$ cat src/logic/fps_params.svh
// Offsets, field positions, reset values and thresholds of the fuser power supervisor.
// Assumes temperatures in whole degrees Celsius and a 100 MHz system clock.
`ifndef FPS_PARAMS_SVH
`define FPS_PARAMS_SVH

`define FPS_OFS_CTRL        8'h00
`define FPS_OFS_TARGET      8'h04
`define FPS_OFS_CUR_LIMIT   8'h08
`define FPS_OFS_RISE_TIME   8'h0c
`define FPS_OFS_RISE_TEMP   8'h10
`define FPS_OFS_OPEN_TIME   8'h14
`define FPS_OFS_FREQ_RANGE  8'h18
`define FPS_OFS_PAGE_LIMIT  8'h1c
`define FPS_OFS_STATUS      8'h20
`define FPS_OFS_PAGE_COUNT  8'h24
`define FPS_OFS_IDENT       8'h28

`define FPS_CTRL_HEAT_EN    0
`define FPS_CTRL_MOTOR_ON   1
`define FPS_CTRL_SLEEP      2
`define FPS_CTRL_INIT_DONE  3
`define FPS_CTRL_CLEAR      4
`define FPS_CTRL_STANDBY    5

`define FPS_RST_TARGET      10'h0b4
`define FPS_RST_CUR_LIMIT   10'h3ff
`define FPS_RST_TIME        24'hffffff
`define FPS_RST_RISE_TEMP   10'h064
`define FPS_RST_FREQ_MIN    16'h0000
`define FPS_RST_FREQ_MAX    16'hffff
`define FPS_RST_PAGE_LIMIT  24'hffffff

`define FPS_T_CENTER_HIGH   10'd230
`define FPS_T_EDGE_HIGH     10'd285
`define FPS_T_EDGE_SAFETY   10'd290
`define FPS_T_CENTER_LOW    10'd120
`define FPS_T_EDGE_LOW      10'd100
`define FPS_T_RISE_STEP     10'd2
`define FPS_T_CENTER_OPEN   10'd12
`define FPS_T_EDGE_OPEN     10'd4

`define FPS_ID_DELAY_CYC    4'd8

`endif

$ cat src/logic/fps_pkg.sv
// Types shared by the fuser power supervisor.
// Assumes fps_params.svh for all numeric constants.
package fps_pkg;
  typedef struct packed {
    logic [9:0] center;
    logic [9:0] edge_a;
    logic [9:0] edge_b;
  } fps_temps_t;

  typedef struct packed {
    logic       line_voltage_class;
    logic [1:0] fuser_type_sense;
    logic       fresh_unit_sense_n;
    logic       front_door_closed;
    logic       right_door_closed;
    logic       rail_24v_ok;
    logic       rail_high;
    logic       supply_prot_trip;
    logic       mains_zero_cross;
  } fps_pins_t;

  typedef struct packed {
    logic over_temp;
    logic under_temp;
    logic abnormal_rise;
    logic open_center;
    logic open_edge;
    logic drive_circuit;
    logic type_mismatch;
  } fps_fuser_faults_t;

  typedef struct packed {
    logic no_24v;
    logic sleep_overvolt;
    logic prot_trip;
    logic ident_fail;
  } fps_lv_faults_t;

  typedef enum logic [1:0] {
    FPS_RISE_IDLE  = 2'b00,
    FPS_RISE_WAIT  = 2'b01,
    FPS_RISE_DONE  = 2'b10
  } fps_rise_state_t;
endpackage

$ cat src/logic/fps_supervisor.sv
// Fuser power supervisor: heater regulation, fuser fault detection, fuser
// identification and life count, and low-voltage supply failure reporting.
// Assumes sensor and current readings come from converters on i_sys_clk;
// board pins are asynchronous and are filtered here.
//
// Design decisions made here: the register offsets and the APB register port.
`include "fps_params.svh"

module fps_supervisor (
  input  wire logic               i_sys_clk,
  input  wire logic               i_rstn,
  input  wire logic               psel,
  input  wire logic               penable,
  input  wire logic               pwrite,
  input  wire logic [7:0]         paddr,
  input  wire logic [31:0]        pwdata,
  output logic      [31:0]        prdata,
  output logic                    pready,
  output logic                    pslverr,
  input  wire fps_pkg::fps_temps_t i_temps,
  input  wire logic [9:0]         i_heater_current,
  input  wire logic               i_page_done,
  input  wire fps_pkg::fps_pins_t i_pins,
  output logic                    o_heater_drive,
  output logic                    o_relay_close,
  output logic                    o_safety_trip,
  output logic                    o_current_trip,
  output logic                    o_switched_24v_en,
  output logic                    o_switched_5v_en,
  output logic                    o_fuser_fail,
  output logic                    o_lv_supply_fail,
  output logic                    o_end_of_life
);
  import fps_pkg::*;

  // ----------------------------------------------------------------------
  // Pin filtering
  // ----------------------------------------------------------------------
  fps_pins_t pin_s1_r, pin_s2_r, pin_s3_r, pin_r;

  function automatic fps_pins_t agree(fps_pins_t a, fps_pins_t b, fps_pins_t held);
    agree = (a & ~(a ^ b)) | (held & (a ^ b));
  endfunction

  always_ff @(posedge i_sys_clk) begin
    if (!i_rstn) begin
      pin_s1_r <= '0;
      pin_s2_r <= '0;
      pin_s3_r <= '0;
      pin_r    <= '0;
    end else begin
      pin_s1_r <= i_pins;
      pin_s2_r <= pin_s1_r;
      pin_s3_r <= pin_s2_r;
      pin_r    <= agree(pin_s2_r, pin_s3_r, pin_r);
    end
  end

  // ----------------------------------------------------------------------
  // Register file
  // ----------------------------------------------------------------------
  logic [5:0]  ctrl_r;
  logic [9:0]  target_r, cur_limit_r, rise_temp_r;
  logic [23:0] rise_time_r, open_time_r, page_limit_r, page_cnt_r;
  logic [15:0] freq_min_r, freq_max_r;
  fps_fuser_faults_t ff_r, ff_set;
  fps_lv_faults_t    lv_r, lv_set;
  logic [1:0]  fuser_type_r;
  logic        volt_class_r;
  logic        wr_en, rd_setup, clear;
  logic        addr_ok;

  assign wr_en    = psel && penable && pwrite;
  assign rd_setup = psel && !penable;
  assign clear    = wr_en && addr_ok && paddr == `FPS_OFS_CTRL && pwdata[`FPS_CTRL_CLEAR];
  assign pready   = 1'b1;
  assign pslverr  = psel && penable && !addr_ok;

  always_comb begin
    case (paddr)
      `FPS_OFS_CTRL, `FPS_OFS_TARGET, `FPS_OFS_CUR_LIMIT, `FPS_OFS_RISE_TIME,
      `FPS_OFS_RISE_TEMP, `FPS_OFS_OPEN_TIME, `FPS_OFS_FREQ_RANGE,
      `FPS_OFS_PAGE_LIMIT, `FPS_OFS_STATUS, `FPS_OFS_PAGE_COUNT,
      `FPS_OFS_IDENT: addr_ok = 1'b1;
      default:        addr_ok = 1'b0;
    endcase
  end

  always_ff @(posedge i_sys_clk) begin
    if (!i_rstn) begin
      ctrl_r       <= '0;
      target_r     <= `FPS_RST_TARGET;
      cur_limit_r  <= `FPS_RST_CUR_LIMIT;
      rise_time_r  <= `FPS_RST_TIME;
      rise_temp_r  <= `FPS_RST_RISE_TEMP;
      open_time_r  <= `FPS_RST_TIME;
      freq_min_r   <= `FPS_RST_FREQ_MIN;
      freq_max_r   <= `FPS_RST_FREQ_MAX;
      page_limit_r <= `FPS_RST_PAGE_LIMIT;
    end else if (wr_en) begin
      case (paddr)
        `FPS_OFS_CTRL: begin
          ctrl_r <= pwdata[5:0];
          ctrl_r[`FPS_CTRL_CLEAR] <= 1'b0;
        end
        `FPS_OFS_TARGET:     target_r     <= pwdata[9:0];
        `FPS_OFS_CUR_LIMIT:  cur_limit_r  <= pwdata[9:0];
        `FPS_OFS_RISE_TIME:  rise_time_r  <= pwdata[23:0];
        `FPS_OFS_RISE_TEMP:  rise_temp_r  <= pwdata[9:0];
        `FPS_OFS_OPEN_TIME:  open_time_r  <= pwdata[23:0];
        `FPS_OFS_FREQ_RANGE: begin
          freq_min_r <= pwdata[15:0];
          freq_max_r <= pwdata[31:16];
        end
        `FPS_OFS_PAGE_LIMIT: page_limit_r <= pwdata[23:0];
        default: ;
      endcase
    end
  end

  // Read data is captured in the setup cycle so that it can come from a flop
  // while the slave still answers with no wait state.
  always_ff @(posedge i_sys_clk) begin
    if (!i_rstn) begin
      prdata <= '0;
    end else if (rd_setup) begin
      case (paddr)
        `FPS_OFS_CTRL:       prdata <= {26'h0, ctrl_r};
        `FPS_OFS_TARGET:     prdata <= {22'h0, target_r};
        `FPS_OFS_CUR_LIMIT:  prdata <= {22'h0, cur_limit_r};
        `FPS_OFS_RISE_TIME:  prdata <= {8'h0, rise_time_r};
        `FPS_OFS_RISE_TEMP:  prdata <= {22'h0, rise_temp_r};
        `FPS_OFS_OPEN_TIME:  prdata <= {8'h0, open_time_r};
        `FPS_OFS_FREQ_RANGE: prdata <= {freq_max_r, freq_min_r};
        `FPS_OFS_PAGE_LIMIT: prdata <= {8'h0, page_limit_r};
        `FPS_OFS_STATUS:     prdata <= {21'h0, lv_r, ff_r};
        `FPS_OFS_PAGE_COUNT: prdata <= {8'h0, page_cnt_r};
        `FPS_OFS_IDENT:      prdata <= {28'h0, o_end_of_life, volt_class_r, fuser_type_r};
        default:             prdata <= '0;
      endcase
    end
  end

  // ----------------------------------------------------------------------
  // Fuser identification and life
  // ----------------------------------------------------------------------
  logic [3:0] id_dly_r;
  logic       right_closed_d_r, id_sample;

  assign id_sample = (id_dly_r == 4'd1) ||
                     (pin_r.right_door_closed && !right_closed_d_r);

  always_ff @(posedge i_sys_clk) begin
    if (!i_rstn) begin
      id_dly_r         <= `FPS_ID_DELAY_CYC;
      right_closed_d_r <= 1'b0;
      fuser_type_r     <= '0;
      volt_class_r     <= 1'b0;
    end else begin
      right_closed_d_r <= pin_r.right_door_closed;
      if (id_dly_r != 4'd0)
        id_dly_r <= id_dly_r - 4'd1;
      if (id_sample) begin
        fuser_type_r <= pin_r.fuser_type_sense;
        volt_class_r <= pin_r.line_voltage_class;
      end
    end
  end

  // The fuse in the unit blows after its first pages, so a fresh unit is only
  // seen at identification; the count must not restart on a later sample.
  always_ff @(posedge i_sys_clk) begin
    if (!i_rstn) begin
      page_cnt_r <= '0;
    end else if (id_sample && !pin_r.fresh_unit_sense_n) begin
      page_cnt_r <= '0;
    end else if (i_page_done && page_cnt_r != 24'hffffff) begin
      page_cnt_r <= page_cnt_r + 24'd1;
    end
  end

  // ----------------------------------------------------------------------
  // Rise, open sensor and frequency monitors
  // ----------------------------------------------------------------------
  fps_rise_state_t rise_st_r;
  logic [23:0] rise_cnt_r, open_c_cnt_r, open_e_cnt_r;
  logic [9:0]  rise_base_r;
  logic        motor_d_r, rise_fail, open_c_hit, open_e_hit;
  logic        zc_d_r, freq_fail;
  logic [15:0] period_r;

  assign rise_fail = rise_st_r == FPS_RISE_WAIT && rise_cnt_r >= rise_time_r &&
                     ((i_temps.center < rise_base_r + `FPS_T_RISE_STEP) ||
                      (i_temps.center < rise_temp_r) || (i_temps.edge_a < rise_temp_r) ||
                      (i_temps.edge_b < rise_temp_r));
  assign open_c_hit = open_c_cnt_r >= open_time_r;
  assign open_e_hit = open_e_cnt_r >= open_time_r;

  always_ff @(posedge i_sys_clk) begin
    if (!i_rstn) begin
      rise_st_r   <= FPS_RISE_IDLE;
      rise_cnt_r  <= '0;
      rise_base_r <= '0;
      motor_d_r   <= 1'b0;
    end else begin
      motor_d_r <= ctrl_r[`FPS_CTRL_MOTOR_ON];
      case (rise_st_r)
        FPS_RISE_IDLE: begin
          if (ctrl_r[`FPS_CTRL_MOTOR_ON] && !motor_d_r) begin
            rise_st_r   <= FPS_RISE_WAIT;
            rise_cnt_r  <= '0;
            rise_base_r <= i_temps.center;
          end
        end
        FPS_RISE_WAIT: begin
          rise_cnt_r <= rise_cnt_r + 24'd1;
          if (!ctrl_r[`FPS_CTRL_MOTOR_ON])
            rise_st_r <= FPS_RISE_IDLE;
          else if (rise_cnt_r >= rise_time_r)
            rise_st_r <= FPS_RISE_DONE;
        end
        FPS_RISE_DONE: begin
          if (!ctrl_r[`FPS_CTRL_MOTOR_ON])
            rise_st_r <= FPS_RISE_IDLE;
        end
        default: rise_st_r <= FPS_RISE_IDLE;
      endcase
    end
  end

  always_ff @(posedge i_sys_clk) begin
    if (!i_rstn) begin
      open_c_cnt_r <= '0;
      open_e_cnt_r <= '0;
    end else begin
      if (ctrl_r[`FPS_CTRL_MOTOR_ON] && i_temps.center <= `FPS_T_CENTER_OPEN)
        open_c_cnt_r <= open_c_hit ? open_c_cnt_r : open_c_cnt_r + 24'd1;
      else
        open_c_cnt_r <= '0;
      if (i_temps.edge_a <= `FPS_T_EDGE_OPEN || i_temps.edge_b <= `FPS_T_EDGE_OPEN)
        open_e_cnt_r <= open_e_hit ? open_e_cnt_r : open_e_cnt_r + 24'd1;
      else
        open_e_cnt_r <= '0;
    end
  end

  // The mains period is counted between rising zero crossings; a stalled
  // line saturates the count and fails on the maximum.
  always_ff @(posedge i_sys_clk) begin
    if (!i_rstn) begin
      zc_d_r   <= 1'b0;
      period_r <= '0;
    end else begin
      zc_d_r <= pin_r.mains_zero_cross;
      if (pin_r.mains_zero_cross && !zc_d_r)
        period_r <= '0;
      else if (period_r != 16'hffff)
        period_r <= period_r + 16'd1;
    end
  end

  assign freq_fail = (ctrl_r[`FPS_CTRL_STANDBY] || !ctrl_r[`FPS_CTRL_INIT_DONE]) &&
                     ((pin_r.mains_zero_cross && !zc_d_r && period_r < freq_min_r) ||
                      period_r > freq_max_r);

  // ----------------------------------------------------------------------
  // Fault latches
  // ----------------------------------------------------------------------
  logic center_hot, edge_hot, edge_safety, over_current;

  assign center_hot   = i_temps.center >= `FPS_T_CENTER_HIGH;
  assign edge_hot     = i_temps.edge_a >= `FPS_T_EDGE_HIGH || i_temps.edge_b >= `FPS_T_EDGE_HIGH;
  assign edge_safety  = i_temps.edge_a >= `FPS_T_EDGE_SAFETY ||
                        i_temps.edge_b >= `FPS_T_EDGE_SAFETY;
  assign over_current = i_heater_current > cur_limit_r;

  always_comb begin
    ff_set.over_temp     = center_hot || edge_hot;
    ff_set.under_temp    = ctrl_r[`FPS_CTRL_INIT_DONE] &&
                           (i_temps.center <= `FPS_T_CENTER_LOW ||
                            i_temps.edge_a <= `FPS_T_EDGE_LOW ||
                            i_temps.edge_b <= `FPS_T_EDGE_LOW);
    ff_set.abnormal_rise = rise_fail;
    ff_set.open_center   = open_c_hit && ctrl_r[`FPS_CTRL_MOTOR_ON];
    ff_set.open_edge     = open_e_hit;
    ff_set.drive_circuit = freq_fail || over_current;
    ff_set.type_mismatch = (fuser_type_r == 2'b01 && volt_class_r) ||
                           (fuser_type_r == 2'b10 && !volt_class_r);
    lv_set.no_24v         = !pin_r.rail_24v_ok;
    lv_set.sleep_overvolt = ctrl_r[`FPS_CTRL_SLEEP] && pin_r.rail_high;
    lv_set.prot_trip      = pin_r.supply_prot_trip;
    lv_set.ident_fail     = id_dly_r == 4'd0 &&
                            (fuser_type_r == 2'b00 || fuser_type_r == 2'b11);
  end

  always_ff @(posedge i_sys_clk) begin
    if (!i_rstn) begin
      ff_r <= '0;
      lv_r <= '0;
    end else begin
      ff_r <= ff_set | (clear ? '0 : ff_r);
      lv_r <= lv_set | (clear ? '0 : lv_r);
    end
  end

  // ----------------------------------------------------------------------
  // Heater and rail outputs
  // ----------------------------------------------------------------------
  logic heat_ok;

  assign heat_ok = ctrl_r[`FPS_CTRL_HEAT_EN] && !center_hot && !edge_hot && !edge_safety &&
                   !over_current && ff_set == '0 && ff_r == '0;

  always_ff @(posedge i_sys_clk) begin
    if (!i_rstn) begin
      o_heater_drive    <= 1'b0;
      o_relay_close     <= 1'b0;
      o_current_trip    <= 1'b0;
      o_fuser_fail      <= 1'b0;
      o_lv_supply_fail  <= 1'b0;
      o_end_of_life     <= 1'b0;
      o_switched_24v_en <= 1'b0;
      o_switched_5v_en  <= 1'b0;
    end else begin
      o_heater_drive    <= heat_ok && i_temps.center < target_r;
      o_relay_close     <= heat_ok;
      o_current_trip    <= over_current;
      o_fuser_fail      <= (ff_set | ff_r) != '0;
      o_lv_supply_fail  <= (lv_set | lv_r) != '0;
      o_end_of_life     <= page_cnt_r >= page_limit_r;
      o_switched_24v_en <= pin_r.front_door_closed && pin_r.right_door_closed;
      o_switched_5v_en  <= pin_r.front_door_closed && pin_r.right_door_closed;
    end
  end

  // The safety path reads the edge sensors alone, so a fault in the control
  // state cannot keep the relay closed.
  always_ff @(posedge i_sys_clk) begin
    if (!i_rstn)
      o_safety_trip <= 1'b0;
    else
      o_safety_trip <= edge_safety;
  end
endmodule

$ cat config.mk
export PLATFORM = sky130hd
export DESIGN_NAME = fps_supervisor
export DESIGN_NICKNAME = d
export VERILOG_FILES = /design/src/logic/fps_pkg.sv /design/src/logic/fps_supervisor.sv
export VERILOG_INCLUDE_DIRS = /design/src /design/src/logic
export SDC_FILE = /design/constraint.sdc
export NUM_CORES = 1
export LEC_CHECK = 0
export ABC_AREA = 1
export BUFFER_PORTS_ARGS = -buffer_cell sky130_fd_sc_hd__buf_2
export CORE_MARGIN = 4
export CORE_UTILIZATION = 50
export DETAILED_ROUTE_END_ITERATION = 10
export HOLD_SLACK_MARGIN = 0.03
export PLACE_DENSITY = 0.67
export SLEW_MARGIN = 20
export SYNTH_ARGS = -nofsm -noshare
export SYNTH_HDL_FRONTEND = slang
export SYNTH_SLANG_ARGS = --single-unit
$ cat constraint.sdc
create_clock -name i_sys_clk -period 4.6 [get_ports i_sys_clk]
set_input_delay 0.23 -clock i_sys_clk [delete_from_list [all_inputs] [get_ports i_sys_clk]]
set_output_delay 0.23 -clock i_sys_clk [all_outputs]
set_load 0.01 [all_outputs]
==> flow_summary.ini, run 1 <==
[run]
cap_violations = 0

[logic_synthesis]
async_flop_share_pct = 0
ys_warn_count = 0
avgSynthCellArea_um2 = 7.22
synth_top_family_by_area = simple AND/OR/NAND/NOR gates
yosysSeqAreaShare_pct = 36.0
synth-adder-area-share_pct = 11.9
synth_edf_count = 0
yosys_register_bits = 364
syn_area_um2 = 20200
synth_compound_area_share_pct = 18.8
synth.distinct_cells = 52
synthSimpleGateAreaFrac_pct = 22.5
synth_mux_area_share_pct = 0.0495
synth_ff_type = dfxtp_1
synth_fp_nets = 3089
synth_cells = 2801
synth_xor_area_share_pct = 1.34

[routing]
firstDrtPassIters = 5
dr_total_vias = 19600
drc = 0
drtIter0Drc = 1846
antenna_left = 0
viasPerCell = 5.62
totalWireLength_mm = 63.8
detail_route.wl_per_cell_um = 18.3

[floorplanning]
chipHeight_um = 209
core_um2 = 39900
ios = 139
die-area_um2 = 43700
num_rows = 73
initial_core_util_pct = 50.7
die_w_um = 209

[global_route]
grt_pass1_vias = 18300
antenna_found_initial = 0
busiest_layer = met2
use_met1_pct = 37.7
grt-ovfl-total = 0
grt_pass1_wl_mm = 99.6
grt_util_met3_pct = 4.01
grt_max_degree = 105
grt_usage_pct = 28.2
met2_usage_pct = 46.1

[timing]
finalHoldViolCount = 0
skew_ps = 16.3
grt_setup_unrepaired = no
worst_slew_pin_slew_ps = 1030
fmax_ghz = 0.359
slew_headroom_pct = 30.8
finalCritPeriodShare_pct = 60.6
slew_viol_final = 0
setup_viol = 0
tns_ps = 0
min_period_ps = 2790

[clock_tree]
clock_sinks = 364
ctsHtreeMaxLevel = 2
clock_path_buffers = 3
clk_latency_ps = 570
clk_pin_slew_ps = 70
cts_buffers = 40
postCtsSetupRepairBufs = 0
ctsRootBufferMaster = clkbuf_16
tritoncts = done

[pwr]
p_leak_nw = 10.6
powerDensity_nw_per_um2 = 303
peakVddDrop_uv = 228

[hold_path]
hold_path_class = primary input to register

[finish]
layout-drive-gt1-share_pct = 9.24
multiInputGateArea_um2 = 11100
antenna_cells = 0
fin_util_pct = 57.4
layout.area.seq_um2 = 7290
fillers = 3698
syn_to_final_growth_pct = 13.2
nets = 3222

[worst_setup_path]
critPathCaptureType = register
worstSetupStartpointType = register
crit_type = register to register
crit_fanout = 15
crit_arrival_ps = 3250
cp.required_ps = 5070

[placement]
place_hpwl_mm = 47.5
globalplace.congestion = 0.930
port-buffer-count = 137

[run_status]
status = complete, no violations
-- cells in the mapped netlist (29+ instances only) --
cell,instances,area [µm²]
o22ai_1,40,250
dfxtp_1,364,7290
buf_2,29,145
nand3_1,88,440
o211ai_1,45,338
a21oi_1,321,1610
o21ai_0,203,1020
clkbuf_1,43,161
nand2_1,565,2120
ha_1,192,2400
nor3_1,49,245
nor2_1,221,830
inv_1,368,1380
nand4_1,52,325
-- critical path, cell delays in order, from the launching register on --
cell,delay (ps)
dfxtp_1,500
ha_1,300
nand2_1,80
inv_1,40
nand2_1,50
nand2_1,50
nand2_1,50
nand2_1,50
nand2_1,60
nand4_2,410
nor2_1,720
nand3_1,120
o21ai_0,190
nor2_1,50
-- registers in the layout (all words and copies together), names as in the netlist, 16 cells and up, named ones only --
signal,count
open_c_cnt_r,24
freq_max_r,16
open_e_cnt_r,24
page_cnt_r,24
freq_min_r,16
prdata,32
rise_cnt_r,24
open_time_r,24
rise_time_r,24
page_limit_r,24
period_r,16
-- cells in the final DEF (no fill, tap or decap), types with 15 or more instances in the layout --
cell type      instances
inv_1                367
inv_2                 15
o21ai_0              203
o22ai_1               40
buf_2                136
nand4_1               52
nor2_2                15
dfxtp_1              364
nor3_1                49
xor2_1                24
nand2_1              565
o211ai_1              45
ha_1                 192
a21oi_1              321
o221ai_1              17
nor2_1               219
o21a_1                16
clkbuf_16             42
nand3_1               88
dlygate4sd3_1         34
-- path summary, 6_finish.rpt --
| path | startpoint | endpoint | slack [ps] | cells past startpoint |
|---|---|---|---|---|
| min reg2reg | pin_s1_r[1] | pin_s2_r[1] | 410 | 2 |
| max | open_e_cnt_r[10] | open_e_cnt_r[21] | 1810 | 13 |
| max reg2reg | open_e_cnt_r[10] | open_e_cnt_r[21] | 1810 | 13 |
| min | pwdata[0] | cur_limit_r[0] | 50 | 3 |
-- through the flow --
step                std cells  instance area [µm²]  setup WS (ps)  hold WS, ps  total power [W]
floorplan                2801                20200           2420          328          0.00353
global placement         3382                21200           1800          392          0.00370
detailed placement       3382                21200           1720          399          0.00371
CTS                      3488                22900           1850         31.0          0.00697
global route             3489                22900           1500         57.2          0.00714
finish                   3489                22900           1810         51.1          0.00693
-- where the power goes --
part / internal, W / total, W / leakage [nW] / switching (W)
combinational: 0.000158 / 0.000443 / 7.02 / 0.000285
sequential: 0.00319 / 0.00323 / 2.95 / 0.0000346
clock: 0.00190 / 0.00326 / 0.665 / 0.00136
total: 0.00526 / 0.00693 / 10.6 / 0.00168
-- routing by layer --
layer  part of all wire [%]  vias up  wire [µm]
met4                    3.9        0       2490
met1                     43     9115      27300
met3                    7.2      125       4620
met5                      0        -          0
li1                       -     9662          -
met2                     46      709      29500
-- logic make-up after synthesis --
group | Yosys count
fa+ha+maj | 192
xor+xnor | 31
buf+inv | 475
mux | 1
simple gates | 1049
flops | 364
compound gates | 688
other cells | 1
-- repair_timing --
action	4_1_cts	5_1_grt
hold endpoints to repair	67	0
hold buffers	34	0
resized for setup	0	0
-- layout make-up --
cell class	instances	share of cell area [%]
inverter	383	6.28
tap	525	2.87
clock inverter	12	0.421
clock buffer	60	5.36
multi-input combinational	1962	48.3
sequential	364	31.8
timing repair buffer	183	4.97
Note: power is estimated with default switching activity, not from simulation.
==> run 2, diff against run 1 <==
- clock period: 4.6 -> 2.7 ns (I/O delays scaled with it)
==> run 2 against run 1 <==
Via count increased by 0.41%. First-iteration DRC count decreased by 15%. Die area unchanged. Global-route usage is 0.24 points higher. Maximum frequency increased by 11%. Sequential share of layout area shrank 0.56 points. Critical path depth increased by 1. Non-clock buffer count rose by 44. Worst setup slack lost 1600 ps. Wire length barely moved. Register-to-register slack worse by 1600 ps. Largest power group unchanged. Clock skew is 1.5 ps higher.
==> flow_summary.ini, run 2 (synthesis results as in run 1) <==
[run_status]
status = complete, no violations

[worst_setup_path]
max_stage_delay_ps = 350
critPathCaptureType = register
crit_chain = ha_2 -> nand3_1 -> nand3b_1 -> nand3b_1 -> xor2_1 -> ha_1 -> nand2_1 -> nor2_1 -> nand3_1 -> nand4_1 -> nand4_1 -> nand3_4 -> nand3_2 -> nor2_1
crit_type = register to register
path_buf_inv = 0
worstSetupStartpointType = register
cp.required_ps = 3210
critPathSlowestCell = dfxtp_1
crit_arrival_ps = 3010
crit_fanout = 3
cp_top_family = simple AND/OR/NAND/NOR gates

[clock_tree]
tritoncts = done
ctsHtreeMaxLevel = 2
clock_sinks = 364
clk_pin_slew_ps = 60
clock_path_buffers = 3
ctsRootBufferMaster = clkbuf_16
cts_buffers = 41
clk_latency_ps = 570
postCtsSetupRepairBufs = 0

[pwr]
p_clk_share_pct = 47.1
pwr-share-comb_pct = 6.6
swShare_pct = 24.3
p_int_w = 0.00900
p_leak_nw = 10.8
p_sw_w = 0.00288
pwr-share-seq_pct = 46.3
powerDensity_nw_per_um2 = 510
peakVddDrop_uv = 507

[timing]
worst_slew_pin_slew_ps = 711
finalCritPeriodShare_pct = 92.6
slew_viol_final = 0
setup_viol = 0
fmax_ghz = 0.400
slew_headroom_pct = 52.6
finalHoldViolCount = 0
skew_ps = 17.8
tns_ps = 0
min_period_ps = 2500
grt_setup_unrepaired = no

[routing]
antenna_left = 0
totalWireLength_mm = 63.9
detail_route.wl_per_cell_um = 18.1
viasPerCell = 5.57
drtIter0Drc = 1566
drc = 0
firstDrtPassIters = 6
dr_total_vias = 19700

[run]
cap_violations = 0

[placement]
globalplace.congestion = 0.921
place_hpwl_mm = 48.1
port-buffer-count = 137

[global_route]
grt-ovfl-total = 0
grt_pass1_vias = 18700
grt_max_degree = 91
grt_pass1_wl_mm = 101
grt_usage_pct = 28.4
antenna_found_initial = 0

[finish]
final_common_cell = nand2_1
fillers = 3755
max_flop_register = prdata
nets = 3267
final_cell_mix = 565 x nand2_1, 368 x inv_1, 363 x dfxtp_1
fin_util_pct = 58.4
antenna_cells = 0
syn_to_final_growth_pct = 15.3
layout-drive-gt1-share_pct = 9.94
largest_reg_flops = 32

[floorplanning]
die-area_um2 = 43700
chipHeight_um = 209
num_rows = 73
ios = 139
die_w_um = 209
core_um2 = 39900
initial_core_util_pct = 50.7

[hold_path]
hold_path_class = primary input to register
[run 2: changes by cell type in the layout (fill, tap and decap cells not counted), moves of 2 or more]
cell	before	now
buf_4	12	34
dlygate4sd3_1	34	55
clkbuf_8	11	6
buf_12	0	2
bufinv_16	1	3
clkbuf_1	7	9
nand3_1	88	86
[run 2: repair_timing]
action	in CTS	in global routing
gates resized for setup	0	5
setup endpoints to repair	0	4
hold buffers	55	0
endpoints found under the hold margin	142	0
[run 2: path summary, 6_finish.rpt]
kind	endpoint	depth (start not counted)	slack, ps	start
max reg2reg	o_heater_drive	14	200	rise_base_r[2]
max	o_heater_drive	14	200	rise_base_r[2]
min	page_cnt_r[16]	5	80	i_page_done
min reg2reg	pin_s2_r[8]	2	410	pin_s1_r[8]
[run 2: power by group through the flow]
stage               Clock, W  Combinational [W]  Sequential, W
floorplan                  0           0.000417        0.00560
global placement           0           0.000694        0.00561
detailed placement         0           0.000716        0.00562
CTS                  0.00569           0.000780        0.00550
global route         0.00589           0.000880        0.00550
finish               0.00560           0.000789        0.00550
[run 2: final cells by class]
type                    instances  area (µm²)  area share (%)
well taps                     525         657            2.82
repair buffers                227        1530            6.55
flip-flops and latches        364        7290            31.3
clock buffers                  56        1140            4.90
inverters                     383        1440            6.17
multi-input cells            1962       11100            47.5
clock inverters                17         189           0.810
[run 2: routing by layer]
layer	global-route usage (%)	share of wire [%]	vias up	routed length, µm
li1	-	-	9739	-
met1	37.4	42	9142	27100
met2	46.7	46	670	29600
met3	4.89	7.6	141	4870
met4	10.8	3.7	0	2370
met5	0	0	-	0
[run 2: per-stage QoR]
stage	power (W)	area (µm²)	setup slack [ps]	hold slack (ps)	std cells
2_1_floorplan	0.00602	20200	516	233	2801
3_3_place_gp	0.00631	21400	154	315	3406
3_5_place_dp	0.00633	21400	105	322	3406
4_1_cts	0.0120	23300	77.5	59.9	3534
5_1_grt	0.0123	23300	0.0329	104	3534
6_report	0.0119	23300	200	76.5	3534
[run 2: worst min-delay path, delay by kind of cell]
kind | cells | cell delay (ps)
simple gates | 2 | 130
compound gates | 1 | 50
buf+inv | 2 | 280
